$ cat src/hw/spi_switch_pkg.sv
// Constants and carrier types for the serial switch register bank.
// Assumes one register bank per device, reached only over the serial port.
package spi_switch_pkg;

    // ----------------------------------------
    // Register map
    // ----------------------------------------
    localparam logic [6:0] ADDR_SW    = 7'h01;
    localparam logic [6:0] ADDR_CFG   = 7'h02;
    localparam logic [6:0] ADDR_FLAGS = 7'h03;
    localparam logic [6:0] ADDR_BURST = 7'h05;
    localparam logic [6:0] ADDR_KEY   = 7'h0B;

    localparam logic [7:0] SW_RST     = 8'h00;
    localparam logic [7:0] CFG_RST    = 8'h06;
    localparam logic [7:0] FLAGS_RST  = 8'h00;
    localparam logic [7:0] BURST_RST  = 8'h00;
    localparam logic [7:0] KEY_RST    = 8'h00;
    localparam logic [7:0] CFG_MASK   = 8'h07;
    localparam logic [7:0] BURST_MASK = 8'h01;

    // ----------------------------------------
    // Field positions
    // ----------------------------------------
    localparam int CFG_CRC_BIT  = 0;
    localparam int CFG_SCLK_BIT = 1;
    localparam int CFG_RW_BIT   = 2;
    localparam int FLAG_CRC     = 0;
    localparam int FLAG_SCLK    = 1;
    localparam int FLAG_RW      = 2;
    localparam int BURST_BIT    = 0;

    // ----------------------------------------
    // Frame constants
    // ----------------------------------------
    localparam logic [15:0] CLEAR_WORD = 16'h6CA9;
    localparam logic [7:0]  KEY_FIRST  = 8'hA3;
    localparam logic [7:0]  KEY_SECOND = 8'h05;
    localparam logic [7:0]  ALIGN_BYTE = 8'h25;
    localparam logic [7:0]  CRC_POLY   = 8'h07;
    localparam logic [7:0]  CRC_SEED   = 8'h00;
    localparam logic [5:0]  LEN_PLAIN  = 6'h10;
    localparam logic [5:0]  LEN_CRC    = 6'h18;
    localparam logic [5:0]  IDX_MAX    = 6'h3F;
    localparam logic [5:0]  IDX_ADDR   = 6'h07;

    // One command word as shifted in
    typedef struct packed {
        logic       rd;
        logic [6:0] addr;
        logic [7:0] data;
    } cmd_t;

    // Serial pins as sampled together
    typedef struct packed {
        logic sclk;
        logic cs_n;
        logic sdi;
    } pins_t;

    localparam pins_t PINS_IDLE = 3'h2;

endpackage

$ cat src/hw/spi_switch_register_bank.sv
// Register bank and serial slave of an octal switch device.
// Assumes the serial pins are asynchronous to mclk and sclk is slow
// enough (80 ns or more) to be oversampled by the 5 ns clock.
`timescale 1ns/1ps

// Behaviour
// - Eight-bit switch register; bit n-1 closes switch n when one.
// - Switch register clears to zero on reset, all switches open.
// - Error config resets with address and clock checks on, CRC off.
// - Config bit 2 enables flagging of invalid register addresses.
// - Config bit 1 enables checking the clock count of each frame.
// - Without burst, a frame must hold 16 clocks, or 24 with CRC.
// - With burst, a frame holds a multiple of 16, or 24 with CRC.
// - Config bit 0 enables CRC; commands then carry a trailing CRC byte.
// - Config bits 7 to 3 read as zero; host writes zeros.
// - Clear word empties the error flags, never an address error, needs a valid CRC only when CRC is on.
// - Writes to read-only registers are blocked and flagged as bad address.
// - Short frames write nothing and raise the clock-count flag.
// - Burst bit 0 lets several commands share one chip-select frame.
module spi_switch_register_bank
    import spi_switch_pkg::*;
(
    input  wire logic       mclk,
    input  wire logic       sys_rst,
    input  wire logic       sclk,
    input  wire logic       cs_n,
    input  wire logic       sdi,
    output logic            sdo_out,
    output logic            sdo_oe_n,
    output logic [7:0]      switch_close
);

    // ----------------------------------------
    // Declarations
    // ----------------------------------------
    pins_t       sync1_reg;
    pins_t       sync2_reg;
    logic        sclk_prev_reg;
    logic        cs_prev_reg;
    logic [7:0]  sw_reg;
    logic [7:0]  cfg_reg;
    logic [7:0]  flags_reg;
    logic [7:0]  flags_next;
    logic [7:0]  burst_reg;
    logic [7:0]  key_reg;
    logic [23:0] rx_reg;
    logic [23:0] rx_next;
    logic [23:0] tx_reg;
    logic [5:0]  idx_reg;
    logic        any_done_reg;
    logic        sdo_reg;
    logic        oe_n_reg;
    logic        active;
    logic        sclk_rise;
    logic        sclk_fall;
    logic        cs_fall;
    logic        cs_rise;
    logic        crc_en;
    logic        burst_on;
    logic [5:0]  cmd_len;
    logic        end_evt;
    cmd_t        end_cmd;
    logic        crc_ok;
    logic        is_clear;
    logic        bad_addr;
    logic        do_write;
    logic        soft_rst;
    logic        count_bad;
    logic [7:0]  rd_val;
    logic        crc_frame_reg;
    logic        burst_frame_reg;

    // ----------------------------------------
    // Functions
    // ----------------------------------------
    // CRC-8 over one 16-bit word, MSB first
    function automatic logic [7:0] crc8(input logic [15:0] d);
        logic [7:0] c;
        c = CRC_SEED;
        for (int i = 15; i >= 0; i--) begin
            c = {c[6:0], 1'b0} ^ ((c[7] ^ d[i]) ? CRC_POLY : 8'h00);
        end
        return c;
    endfunction

    // Addresses that accept a write
    function automatic logic writable(input logic [6:0] a);
        return (a == ADDR_SW) || (a == ADDR_CFG) ||
               (a == ADDR_BURST) || (a == ADDR_KEY);
    endfunction

    // ----------------------------------------
    // Pin synchronisers and edge detection
    // ----------------------------------------
    // Two stages before any logic; the third stage gives edges
    always_ff @(posedge mclk or posedge sys_rst) begin
        if (sys_rst) begin
            sync1_reg     <= PINS_IDLE;
            sync2_reg     <= PINS_IDLE;
            sclk_prev_reg <= 1'b0;
            cs_prev_reg   <= 1'b1;
            oe_n_reg      <= 1'b1;
        end else begin
            sync1_reg     <= '{sclk: sclk, cs_n: cs_n, sdi: sdi};
            sync2_reg     <= sync1_reg;
            sclk_prev_reg <= sync2_reg.sclk;
            cs_prev_reg   <= sync2_reg.cs_n;
            oe_n_reg      <= sync2_reg.cs_n;       // Driver enabled while selected
        end
    end

    // Edges in the select's first cycle are dropped so they never race the frame start
    assign active    = !sync2_reg.cs_n && !cs_prev_reg;
    assign sclk_rise = active && sync2_reg.sclk && !sclk_prev_reg;
    assign sclk_fall = active && !sync2_reg.sclk && sclk_prev_reg;
    assign cs_fall   = !sync2_reg.cs_n && cs_prev_reg;
    assign cs_rise   = sync2_reg.cs_n && !cs_prev_reg;

    // ----------------------------------------
    // Command decode
    // ----------------------------------------
    assign crc_en   = crc_frame_reg;
    assign burst_on = burst_frame_reg;
    assign cmd_len  = crc_en ? LEN_CRC : LEN_PLAIN;
    assign rx_next  = {rx_reg[22:0], sync2_reg.sdi};
    assign end_evt  = sclk_rise && (idx_reg == cmd_len - 6'h01);
    assign end_cmd  = crc_en ? rx_next[23:8] : rx_next[15:0];
    // CRC byte trails the command word
    assign crc_ok   = !crc_en || (crc8(end_cmd) == rx_next[7:0]);
    assign is_clear = (end_cmd == CLEAR_WORD);
    // Reads of absent registers and writes to read-only ones are bad
    assign bad_addr = !is_clear && (end_cmd.rd
                    ? !(writable(end_cmd.addr) || end_cmd.addr == ADDR_FLAGS)
                    : !writable(end_cmd.addr));
    // A write only lands on a whole, CRC-clean command
    assign do_write = end_evt && crc_ok && !end_cmd.rd && !is_clear
                    && writable(end_cmd.addr);
    assign soft_rst = do_write && end_cmd.addr == ADDR_KEY
                    && key_reg == KEY_FIRST && end_cmd.data == KEY_SECOND;

    // ----------------------------------------
    // Control registers
    // ----------------------------------------
    // Register writes; a matched key pair reopens all switches and restores defaults
    always_ff @(posedge mclk or posedge sys_rst) begin
        if (sys_rst) begin
            sw_reg    <= SW_RST;
            cfg_reg   <= CFG_RST;
            burst_reg <= BURST_RST;
            key_reg   <= KEY_RST;
        end else if (soft_rst) begin
            sw_reg    <= SW_RST;
            cfg_reg   <= CFG_RST;
            burst_reg <= BURST_RST;
            key_reg   <= KEY_RST;
        end else if (do_write) begin
            unique case (end_cmd.addr)
                ADDR_SW:    sw_reg    <= end_cmd.data;
                ADDR_CFG:   cfg_reg   <= end_cmd.data & CFG_MASK;
                ADDR_BURST: burst_reg <= end_cmd.data & BURST_MASK;
                ADDR_KEY:   key_reg   <= end_cmd.data;               // Last key kept to match the pair
                default:    ;
            endcase
        end
    end

    // ----------------------------------------
    // Error flags
    // ----------------------------------------
    // Burst frames must end on a command boundary with at least one command
    assign count_bad = burst_on ? (idx_reg != 6'h00 || !any_done_reg)
                                : (idx_reg != cmd_len);

    // Clear first, then sets, so an event in the clearing cycle survives
    always_comb begin
        flags_next = flags_reg;
        if (soft_rst || (end_evt && is_clear && crc_ok)) begin
            flags_next = FLAGS_RST;
        end
        if (end_evt && !crc_ok) begin
            flags_next[FLAG_CRC] = 1'b1;
        end
        if (end_evt && crc_ok && bad_addr && cfg_reg[CFG_RW_BIT]) begin
            flags_next[FLAG_RW] = 1'b1;
        end
        if (cs_rise && cfg_reg[CFG_SCLK_BIT] && count_bad) begin
            flags_next[FLAG_SCLK] = 1'b1;
        end
    end

    always_ff @(posedge mclk or posedge sys_rst) begin
        if (sys_rst) begin
            flags_reg <= FLAGS_RST;
        end else begin
            flags_reg <= flags_next;
        end
    end

    // ----------------------------------------
    // Frame sequencing
    // ----------------------------------------
    // Clock count within the current command; saturates outside burst
    always_ff @(posedge mclk or posedge sys_rst) begin
        if (sys_rst) begin
            idx_reg         <= 6'h00;
            any_done_reg    <= 1'b0;
            crc_frame_reg   <= CFG_RST[CFG_CRC_BIT];
            burst_frame_reg <= BURST_RST[BURST_BIT];
        end else if (cs_fall) begin
            idx_reg         <= 6'h00;
            any_done_reg    <= 1'b0;
            crc_frame_reg   <= cfg_reg[CFG_CRC_BIT];  // Format held per frame, so a write to it cannot miscount
            burst_frame_reg <= burst_reg[BURST_BIT];
        end else if (end_evt) begin
            any_done_reg <= 1'b1;
            idx_reg      <= burst_on ? 6'h00 : idx_reg + 6'h01;
        end else if (sclk_rise && idx_reg != IDX_MAX) begin
            idx_reg <= idx_reg + 6'h01;
        end
    end

    // Receive shifter
    always_ff @(posedge mclk or posedge sys_rst) begin
        if (sys_rst) begin
            rx_reg <= 24'h000000;
        end else if (sclk_rise) begin
            rx_reg <= rx_next;
        end
    end

    // ----------------------------------------
    // Read path
    // ----------------------------------------
    // Read mux on the address as its last bit arrives; absent addresses answer zero
    always_comb begin
        unique case (rx_next[6:0])
            ADDR_SW:    rd_val = sw_reg;
            ADDR_CFG:   rd_val = cfg_reg;
            ADDR_FLAGS: rd_val = flags_reg;
            ADDR_BURST: rd_val = burst_reg;
            ADDR_KEY:   rd_val = key_reg;
            default:    rd_val = 8'h00;
        endcase
    end

    // Answer word: alignment, data caught after the address byte, CRC
    always_ff @(posedge mclk or posedge sys_rst) begin
        if (sys_rst) begin
            tx_reg <= 24'h000000;
        end else if (cs_fall || (end_evt && burst_on)) begin
            tx_reg <= {ALIGN_BYTE, 16'h0000};
        end else if (sclk_rise && idx_reg == IDX_ADDR) begin
            tx_reg <= {ALIGN_BYTE, rd_val, crc8({ALIGN_BYTE, rd_val})};
        end
    end

    // Data out changes on falling edges, first bit ready at select
    always_ff @(posedge mclk or posedge sys_rst) begin
        if (sys_rst) begin
            sdo_reg <= 1'b0;
        end else if (cs_fall) begin
            sdo_reg <= ALIGN_BYTE[7];
        end else if (sclk_fall) begin
            sdo_reg <= (idx_reg < LEN_CRC) ? tx_reg[5'h17 - idx_reg[4:0]] : 1'b0;
        end
    end

    assign sdo_out      = sdo_reg;
    assign sdo_oe_n     = oe_n_reg;
    assign switch_close = sw_reg;
endmodule

$ cat config.mk
export PLATFORM = sky130hd
export DESIGN_NAME = spi_switch_register_bank
export DESIGN_NICKNAME = d
export VERILOG_FILES = /design/src/hw/spi_switch_pkg.sv /design/src/hw/spi_switch_register_bank.sv
export SDC_FILE = /design/constraint.sdc
export NUM_CORES = 1
export LEC_CHECK = 0
export ABC_AREA = 1
export BUFFER_PORTS_ARGS = -buffer_cell sky130_fd_sc_hd__buf_2
export CAP_MARGIN = 10
export CORE_ASPECT_RATIO = 1.4
export CORE_UTILIZATION = 35
export DETAILED_ROUTE_END_ITERATION = 10
export GPL_ROUTABILITY_DRIVEN = 0
export HOLD_SLACK_MARGIN = 0.15
export SYNTH_ARGS = -nofsm -noshare
export SYNTH_HDL_FRONTEND = slang
export SYNTH_SLANG_ARGS = --single-unit
$ cat constraint.sdc
create_clock -name mclk -period 5.4 [get_ports mclk]
set_input_delay 0.54 -clock mclk [delete_from_list [all_inputs] [get_ports mclk]]
set_output_delay 0.54 -clock mclk [all_outputs]
set_load 0.005 [all_outputs]
==> results of run 1 <==
[where the power goes]
part | leakage, nW | total (W) | switching, W | internal, W
registers | 1.09 | 0.000684 | 0.0000484 | 0.000635
clock network | 0.154 | 0.000657 | 0.000252 | 0.000406
logic | 1.58 | 0.000348 | 0.000236 | 0.000112
[layout make-up]
type                            instances  area share, %
Clock buffer                           11           4.03
Tap cell                              189           4.09
Multi-Input combinational cell        546           46.5
Sequential cell                        81           35.2
Inverter                              110           7.25
Timing Repair Buffer                   17           1.60
Clock inverter                          5           1.36
[metal layers]
metal,vias to the layer above,GRT usage (%),wire (µm)
met1,2215,21.9,5800
met3,33,3.46,356
met2,76,34.2,7170
li1,2444,-,-
met5,-,0,0
met4,0,9.17,495
[worst max-delay path: cells and delay by family, from the launching register on]
kind | cells | cell delay, ns
flops | 1 | 0.93
buf+inv | 4 | 0.50
fa+ha+maj | 1 | 0.36
simple gates | 19 | 1.91
[cells in the final DEF (no fill, tap or decap), types with 2 or more instances in the layout]
cell,n
dfrtp_1,76
nor3_1,10
nand2_2,21
buf_2,14
dfstp_2,5
nand3_1,70
o221ai_1,2
nor4_1,5
a21oi_1,18
nor2_1,36
nand3_2,4
xnor2_1,5
o21ai_0,47
ha_1,10
nand3b_1,2
inv_1,96
o22ai_1,10
o21ai_2,2
inv_6,2
o31ai_1,4
buf_4,3
xor2_1,6
o21ai_4,2
nand2_1,255
o41ai_1,2
clkbuf_16,9
inv_2,11
clkinv_2,3
nand4_1,10
clkbuf_1,2
bufinv_16,2
o21ai_1,12
nor2_4,2
o311ai_0,2
[cell families after synthesis]
| logic type | Yosys count | synth area share, % |
|---|---|---|
| simple gates | 418 | 34.8 |
| compound gates | 107 | 12.0 |
| buf+inv | 128 | 10.4 |
| fa+ha+maj | 10 | 2.38 |
| flops | 81 | 38.6 |
| xor+xnor | 11 | 1.83 |
[stage by stage]
step	hold WS [ns]	utilization (%)
final	0.294	39.7
after global routing	0.276	39.7
after CTS	0.281	39.7
after detailed placement	0.343	37.5
after global placement	0.334	37.5
after floorplan	0.331	-
[how the worst max path moves through the flow]
stage | slack (ns) | endpoint | cells past startpoint
2_1_floorplan | 2.58 | key_reg[3] | 24
3_3_place_gp | 1.72 | switch_close[2] | 24
3_5_place_dp | 1.63 | switch_close[2] | 24
4_1_cts | 1.61 | switch_close[2] | 24
5_1_grt | 1.19 | switch_close[2] | 24
6_report | 1.60 | switch_close[2] | 24
==> results.sh, run 1 <==
export IMPL_status="complete, no violations"
export IMPL_fin_crit_ns=3.80
export IMPL_largest_register_ffs=23
export IMPL_wire_per_inst_um=14.4
export IMPL_critPathArrivalTime_ns=4.03
export IMPL_reg2reg_from="crc_en"
export IMPL_ys_seq_area_share_pct=38.6
export IMPL_syn_avg_cell_area_um2=6.97
export IMPL_instances_no_fill=959
export IMPL_initialDrtViolationCount=248
export IMPL_required_ns=5.63
export IMPL_grt_pass1_wl_um=23200
export IMPL_holdCritPathClass="primary input to register"
export IMPL_die_y_um=147
export IMPL_regArea_um2=2030
export IMPL_yosys_cell_types_count=41
export IMPL_layout_nets=780
export IMPL_start_kind="register"
export IMPL_yosysTopAreaCell="dfrtp_1"
export IMPL_postCtsHoldBufs=0
export IMPL_slew_headroom_pct=31.5
export IMPL_hold_path_startpoint="cs_n"
export IMPL_multiInputGateArea_um2=2690
export IMPL_slew_viol_final=0
export IMPL_cts_buffer_depth=2
export IMPL_die_area_um2=15500
export IMPL_synth_ff_latch_count=81
export IMPL_overflow=0
export IMPL_fp_dieW_um=106
export IMPL_place_area_um2=5470
export IMPL_syn_to_final_growth_pct=9.87
export IMPL_finalCritPeriodShare_pct=70.4
export IMPL_synth_fp_nets=770
export IMPL_clkSlewWorstSetupHoldPaths_ns=0.06
export IMPL_fmax_ghz=0.263
export IMPL_synthFlopType="dfrtp_1"
export IMPL_worstSkewPairLatency_ns=0.34
export IMPL_synthTopCellsByArea="dfrtp_1, nand2_1, inv_1"
export IMPL_antenna_found_initial=0
export IMPL_cts_tree="built"
export IMPL_drtPass1Iterations=5
export IMPL_io_buffers=14
export IMPL_leakagePower_nw=2.82
export IMPL_slowest_stage="dfrtp_1"
export IMPL_ant_nets=0
export IMPL_fin_ws_ns=1.60
export IMPL_dp_cells=943
export IMPL_synth_top_area_share_pct=36.1
export IMPL_worst_path_largest_cell_delay_ns=0.93
export IMPL_cts_resized=0
export IMPL_grt_max_degree=82
export IMPL_ff2ff_setup_slack_ns=1.60
export IMPL_r2r_cells=24
export IMPL_initial_utilization_pct=36.1
export IMPL_nFillCells=1574
export IMPL_synth_common_cells="nand2_1, inv_1, dfrtp_1"
export IMPL_cp_end_kind="register"
export IMPL_post_dp_hpwl_um=10700
export IMPL_synth_most_common_cell="nand2_1"
export IMPL_wl_um=13800
export IMPL_cp_max_fo=24
export IMPL_finalSetupTns_ns=0
export IMPL_finalPower_w=0.00169
export IMPL_diodes=0
export IMPL_clock_sinks=81
export IMPL_clock_root_buffer="clkbuf_16"
export IMPL_core_area_um2=14600
export IMPL_worst_pin_slew_ns=1.03
export IMPL_htreeDepth=3
export IMPL_hold_viol_final=0
export IMPL_cts_buffers=9
export IMPL_rows=52
export IMPL_async_reset_ff_share_pct=100
export IMPL_yosysWarnings=0
export IMPL_synthesis_area_um2=5260
export IMPL_ios=15
export IMPL_grt_usage_pct=19.1
export IMPL_dpl_worst_slack_ns=1.63
export IMPL_crit_chain="inv_6, nand2_1, nand2_2, ha_1, inv_1, nand3_1, nand2_1, nand2_1, nand2_2, nand2_1, nand2_1, inv_2, nand2_1, nand2_1, nand2_1, nand3_1, nor2_1, nand3_2, nand2_4, nand4_4, nor2_4, inv_1, nand2_1, nand2_1"
export IMPL_synth_cells=755
export IMPL_ir_drop_mv=0.148
export IMPL_crit_type="register to register"
export IMPL_power_density_nw_per_um2=292
export IMPL_min_delay_path_depth=1
export IMPL_layout_drive_gt1_share_pct=10.8
export IMPL_vias_per_cell=4.97
export IMPL_num_vias=4768
export IMPL_grt_pass1_vias=4664
export IMPL_rsz0062_at_grt="false"
export IMPL_fin_area_um2=5780
export IMPL_cp_startpoint="crc_en"
export IMPL_min_to="sync1_reg[1]"
export IMPL_setup_violations=0
export IMPL_path_common_cell="nand2_1"
export IMPL_synth_edf_count=0
export IMPL_fin_skew_ns=0.00796
export IMPL_reg2reg_to="switch_close[2]"
export IMPL_route_detailed_drc=0
export IMPL_post_cts_buffers=0
export IMPL_max_cap_violations=0
(Power assumes the default switching activity.)
==> run 2: changes to the inputs <==
clock period = 3.88 ns   (was 5.4 ns; I/O delays follow)
==> run 2 against run 1 <==
Worst hold slack improved by 0.056 ns. Largest cell class unchanged. Combinational power increased by 42%. Non-clock buffer count increased by 7. Clock power increased by 34%.
==> results.sh, run 2 (synthesis gave the netlist of run 1 again) <==
export IMPL_route_detailed_drc=0
export IMPL_fin_ws_ns=0.501
export IMPL_slew_viol_final=0
export IMPL_power_density_nw_per_um2=398
export IMPL_required_ns=4.12
export IMPL_diodes=0
export IMPL_fp_dieW_um=106
export IMPL_initialDrtViolationCount=275
export IMPL_num_vias=4797
export IMPL_post_cts_buffers=0
export IMPL_crit_type="register to register"
export IMPL_syn_to_final_growth_pct=10.9
export IMPL_htreeDepth=3
export IMPL_largest_register_ffs=23
export IMPL_grt_pass1_wl_um=23200
export IMPL_rows=52
export IMPL_vias_per_cell=4.97
export IMPL_finalCritPeriodShare_pct=87.1
export IMPL_hold_viol_final=0
export IMPL_antenna_found_initial=0
export IMPL_ir_drop_mv=0.161
export IMPL_utilization_pct=40.0
export IMPL_wl_um=14200
export IMPL_clkSlewWorstSetupHoldPaths_ns=0.06
export IMPL_slew_headroom_pct=45.5
export IMPL_cts_buffer_depth=2
export IMPL_final_cell_mix="nand2_1, inv_1, dfrtp_1"
export IMPL_fin_skew_ns=0.0126
export IMPL_ios=15
export IMPL_worstSkewPairLatency_ns=0.35
export IMPL_post_dp_hpwl_um=10900
export IMPL_holdCritPathClass="register to register"
export IMPL_grt_max_degree=49
export IMPL_layout_commonest_cell="nand2_1"
export IMPL_worst_pin_slew_ns=0.814
export IMPL_core_area_um2=14600
export IMPL_whs_ns=0.350
export IMPL_cp_max_fo=23
export IMPL_clock_root_buffer="clkbuf_16"
export IMPL_cts_buffers=9
export IMPL_grt_pass1_vias=4658
export IMPL_die_y_um=147
export IMPL_fin_crit_ns=3.38
export IMPL_max_cap_violations=0
export IMPL_layout_drive_gt1_share_pct=11.3
export IMPL_clock_sinks=81
export IMPL_status="complete, no violations"
export IMPL_wire_per_inst_um=14.7
export IMPL_overflow=0
export IMPL_cts_tree="built"
export IMPL_ant_nets=0
export IMPL_finalSetupTns_ns=0
export IMPL_dpl_worst_slack_ns=0.519
export IMPL_fmax_ghz=0.296
export IMPL_setup_violations=0
export IMPL_initial_utilization_pct=36.1
export IMPL_critPathArrivalTime_ns=3.62
export IMPL_grt_usage_pct=19.2
export IMPL_start_kind="register"
export IMPL_leakagePower_nw=2.84
export IMPL_rsz0062_at_grt="false"
export IMPL_cp_end_kind="register"
export IMPL_finalPower_w=0.00232
export IMPL_layout_nets=787
export IMPL_die_area_um2=15500
export IMPL_drtPass1Iterations=5
export IMPL_io_buffers=14
-- run 2: cell type report --
| type | instances | area, µm² |
|---|---|---|
| clock buffers | 9 | 225 |
| clock inverters | 7 | 78.8 |
| fillers | 1552 | 8740 |
| inverters | 110 | 419 |
| multi-input cells | 546 | 2690 |
| flip-flops and latches | 81 | 2030 |
| well taps | 189 | 236 |
| repair buffers | 24 | 155 |
-- run 2: report_power, final --
group	internal (W)	switching, W
registers	0.000884	0.0000688
clock network	0.000504	0.000374
logic	0.000160	0.000334
-- run 2: path summary, 6_finish.rpt --
kind | startpoint | to | slack (ns) | cells past startpoint
max in group asynchronous | sys_rst | sync1_reg[1] | 2.55 | 4
min in group asynchronous | sys_rst | flags_reg[2] | 0.50 | 3
hold / removal | sync1_reg[0] | rx_next[0] | 0.35 | 0
hold reg to reg | sync1_reg[0] | rx_next[0] | 0.35 | 0
setup / recovery | crc_en | switch_close[0] | 0.50 | 24
setup reg to reg | crc_en | switch_close[0] | 0.50 | 24
-- run 2: stage by stage --
stage,cell area [µm²],std cells
final,5840,966
after floorplan,5260,755
after detailed placement,5490,946
after CTS,5840,966
after global routing,5840,966
after global placement,5490,946
-- run 2: critical path: stages, from the launching register on --
cell,delay (ns)
dfrtp_1,0.54
inv_6,0.15
nand2_1,0.10
nand2_2,0.09
ha_1,0.35
inv_1,0.13
nand3_1,0.09
nand2_1,0.12
nand2_1,0.08
nand2_2,0.09
nand2_1,0.05
nand2_1,0.13
inv_2,0.07
nand2_1,0.08
nand2_1,0.05
nand2_1,0.05
nand3_1,0.06
nor2_1,0.12
nand3_2,0.10
nand2_4,0.10
nand4_4,0.15
nor2_4,0.33
inv_1,0.11
nand2_1,0.08
nand2_1,0.04
-- run 2: what timing repair did --
item                                   4_1_cts  5_1_grt
endpoints found under the hold margin       14        0
resized for setup                            0        0
hold buffers                                 4        0
-- run 2: routing by layer --
| metal | wire [µm] | track usage [%] |
|---|---|---|
| met5 | 0 | 0 |
| met4 | 321 | 6.67 |
| met3 | 454 | 3.50 |
| met2 | 7480 | 35.2 |
| met1 | 5920 | 22.3 |
==> run 3: changes to the inputs <==
CELL_PAD_IN_SITES_DETAIL_PLACEMENT = 0   (was not set)
CELL_PAD_IN_SITES_GLOBAL_PLACEMENT = 2   (was not set)
PLACE_DENSITY_LB_ADDON = 0.1   (was not set)
==> run 3 against run 2 <==
Global-route usage rose by 1.7 points. Via count rose by 1.6%. Sequential share of layout area rose by 0.051 points. Critical path type unchanged. Largest power group unchanged. Highest routed layer unchanged.
==> results.sh, run 3 (synthesis gave the netlist of run 1 again) <==
export IMPL_finalSetupTns_ns=0
export IMPL_fin_crit_ns=3.36
export IMPL_syn_to_final_growth_pct=10.8
export IMPL_regArea_um2=2030
export IMPL_grt_max_degree=49
export IMPL_post_dp_hpwl_um=12300
export IMPL_clock_root_buffer="clkbuf_16"
export IMPL_largest_register_ffs=23
export IMPL_fp_dieW_um=106
export IMPL_place_area_um2=5500
export IMPL_status="complete, no violations"
export IMPL_crit_type="register to register"
export IMPL_grt_pass1_wl_um=24700
export IMPL_critPathArrivalTime_ns=3.58
export IMPL_cts_tree="built"
export IMPL_drtPass1Iterations=5
export IMPL_cts_buffers=9
export IMPL_overflow=0
export IMPL_post_cts_buffers=0
export IMPL_htreeDepth=3
export IMPL_core_area_um2=14600
export IMPL_grt_usage_pct=21.0
export IMPL_layout_nets=788
export IMPL_ios=15
export IMPL_fin_skew_ns=0.0136
export IMPL_dp_cells=947
export IMPL_required_ns=4.10
export IMPL_finalCritPeriodShare_pct=86.7
export IMPL_max_cap_violations=0
export IMPL_nFillCells=1559
export IMPL_diodes=0
export IMPL_layout_drive_gt1_share_pct=11.6
export IMPL_rows=52
export IMPL_cp_end_kind="register"
export IMPL_utilization_pct=40.0
export IMPL_worstSkewPairLatency_ns=0.35
export IMPL_fmax_ghz=0.297
export IMPL_multiInputGateArea_um2=2690
export IMPL_ir_drop_mv=0.168
export IMPL_final_cell_mix="nand2_1, inv_1, dfrtp_1"
export IMPL_ant_nets=0
export IMPL_worst_pin_slew_ns=0.790
export IMPL_io_buffers=14
export IMPL_antenna_found_initial=0
export IMPL_start_kind="register"
export IMPL_die_area_um2=15500
export IMPL_num_vias=4873
export IMPL_leakagePower_nw=2.84
export IMPL_wl_um=15500
export IMPL_fin_area_um2=5830
export IMPL_clock_sinks=81
export IMPL_slew_viol_final=0
export IMPL_power_density_nw_per_um2=393
export IMPL_setup_violations=0
export IMPL_die_y_um=147
export IMPL_slew_headroom_pct=47.2
export IMPL_cts_buffer_depth=2
export IMPL_hold_viol_final=0
export IMPL_wire_per_inst_um=16.0
export IMPL_grt_pass1_vias=4790
export IMPL_layout_commonest_cell="nand2_1"
export IMPL_holdCritPathClass="register to register"
export IMPL_rsz0062_at_grt="false"
export IMPL_clkSlewWorstSetupHoldPaths_ns=0.06
export IMPL_initialDrtViolationCount=303
export IMPL_initial_utilization_pct=36.1
export IMPL_instances_no_fill=967
export IMPL_route_detailed_drc=0
export IMPL_cp_max_fo=23
export IMPL_vias_per_cell=5.04
==> run 3: changes by cell type in the layout (fill, tap and decap cells not counted) <==
cell,previous run,this run
clkbuf_8,0,2
buf_4,6,7
bufinv_16,1,0
clkinv_4,2,1
dfrtp_1,76,75
dfrtp_2,0,1
inv_6,1,2
inv_8,1,0
==> run 3: critical path: stages, from the launching register on <==
cell,delay (ns)
dfrtp_2,0.51
inv_6,0.14
nand2_1,0.09
nand2_2,0.07
ha_1,0.36
inv_1,0.13
nand3_1,0.09
nand2_1,0.14
nand2_1,0.08
nand2_2,0.09
nand2_1,0.07
nand3_1,0.15
nand3_1,0.09
nand2_1,0.10
nor2_1,0.05
nor2_1,0.15
nand3_2,0.11
nand2_4,0.10
nand4_1,0.26
nand2_1,0.21
inv_1,0.11
nand2_1,0.07
nand2_1,0.06
==> run 3: worst paths after layout <==
| kind | start | depth (start not counted) | slack [ns] | to |
|---|---|---|---|---|
| max | crc_en | 22 | 0.52 | cfg_reg[0] |
| min | sync1_reg[2] | 0 | 0.35 | sync2_reg[2] |
| max reg2reg | crc_en | 22 | 0.52 | cfg_reg[0] |
| min reg2reg | sync1_reg[2] | 0 | 0.35 | sync2_reg[2] |
| max in group asynchronous | sys_rst | 4 | 2.55 | crc_en |
| min in group asynchronous | sys_rst | 3 | 0.57 | sdo_out |
==> run 3: final cells by class <==
| cell class | count | area share [%] |
|---|---|---|
| Sequential cell | 81 | 34.9 |
| Clock buffer | 11 | 4.33 |
| Clock inverter | 5 | 0.644 |
| Multi-Input combinational cell | 546 | 46.1 |
| Timing Repair Buffer | 25 | 2.79 |
| Tap cell | 189 | 4.05 |
| Inverter | 110 | 7.19 |
==> run 3: metrics by stage <==
step           power [W]  worst slack (ns)  hold slack [ns]
2_1_floorplan    0.00132              1.06            0.331
3_3_place_gp     0.00147             0.458            0.332
3_5_place_dp     0.00147             0.353            0.335
4_1_cts          0.00232             0.323            0.349
5_1_grt          0.00243             0.154            0.355
6_report         0.00229             0.516            0.347
==> run 3: timing repair <==
| action | 4_1_cts | 5_1_grt |
|---|---|---|
| hold buffers | 4 | 0 |
| setup endpoints to repair | 0 | 1 |
| hold endpoints to repair | 19 | 0 |
| resized for setup | 0 | 1 |
==> run 3: metal layers <==
metal  vias up  global-route usage [%]  share of wire, %
met5         -                       0                 0
met4         0                    9.79               4.1
met3        38                    3.15               2.5
met2        92                    39.0                53
met1      2278                    23.2                41
li1       2465                       -                 -
==> run 3: report_power, final <==
group	internal, W	switching, W	total, W
logic	0.000160	0.000345	0.000504
registers	0.000884	0.0000678	0.000952
clock network	0.000471	0.000366	0.000837
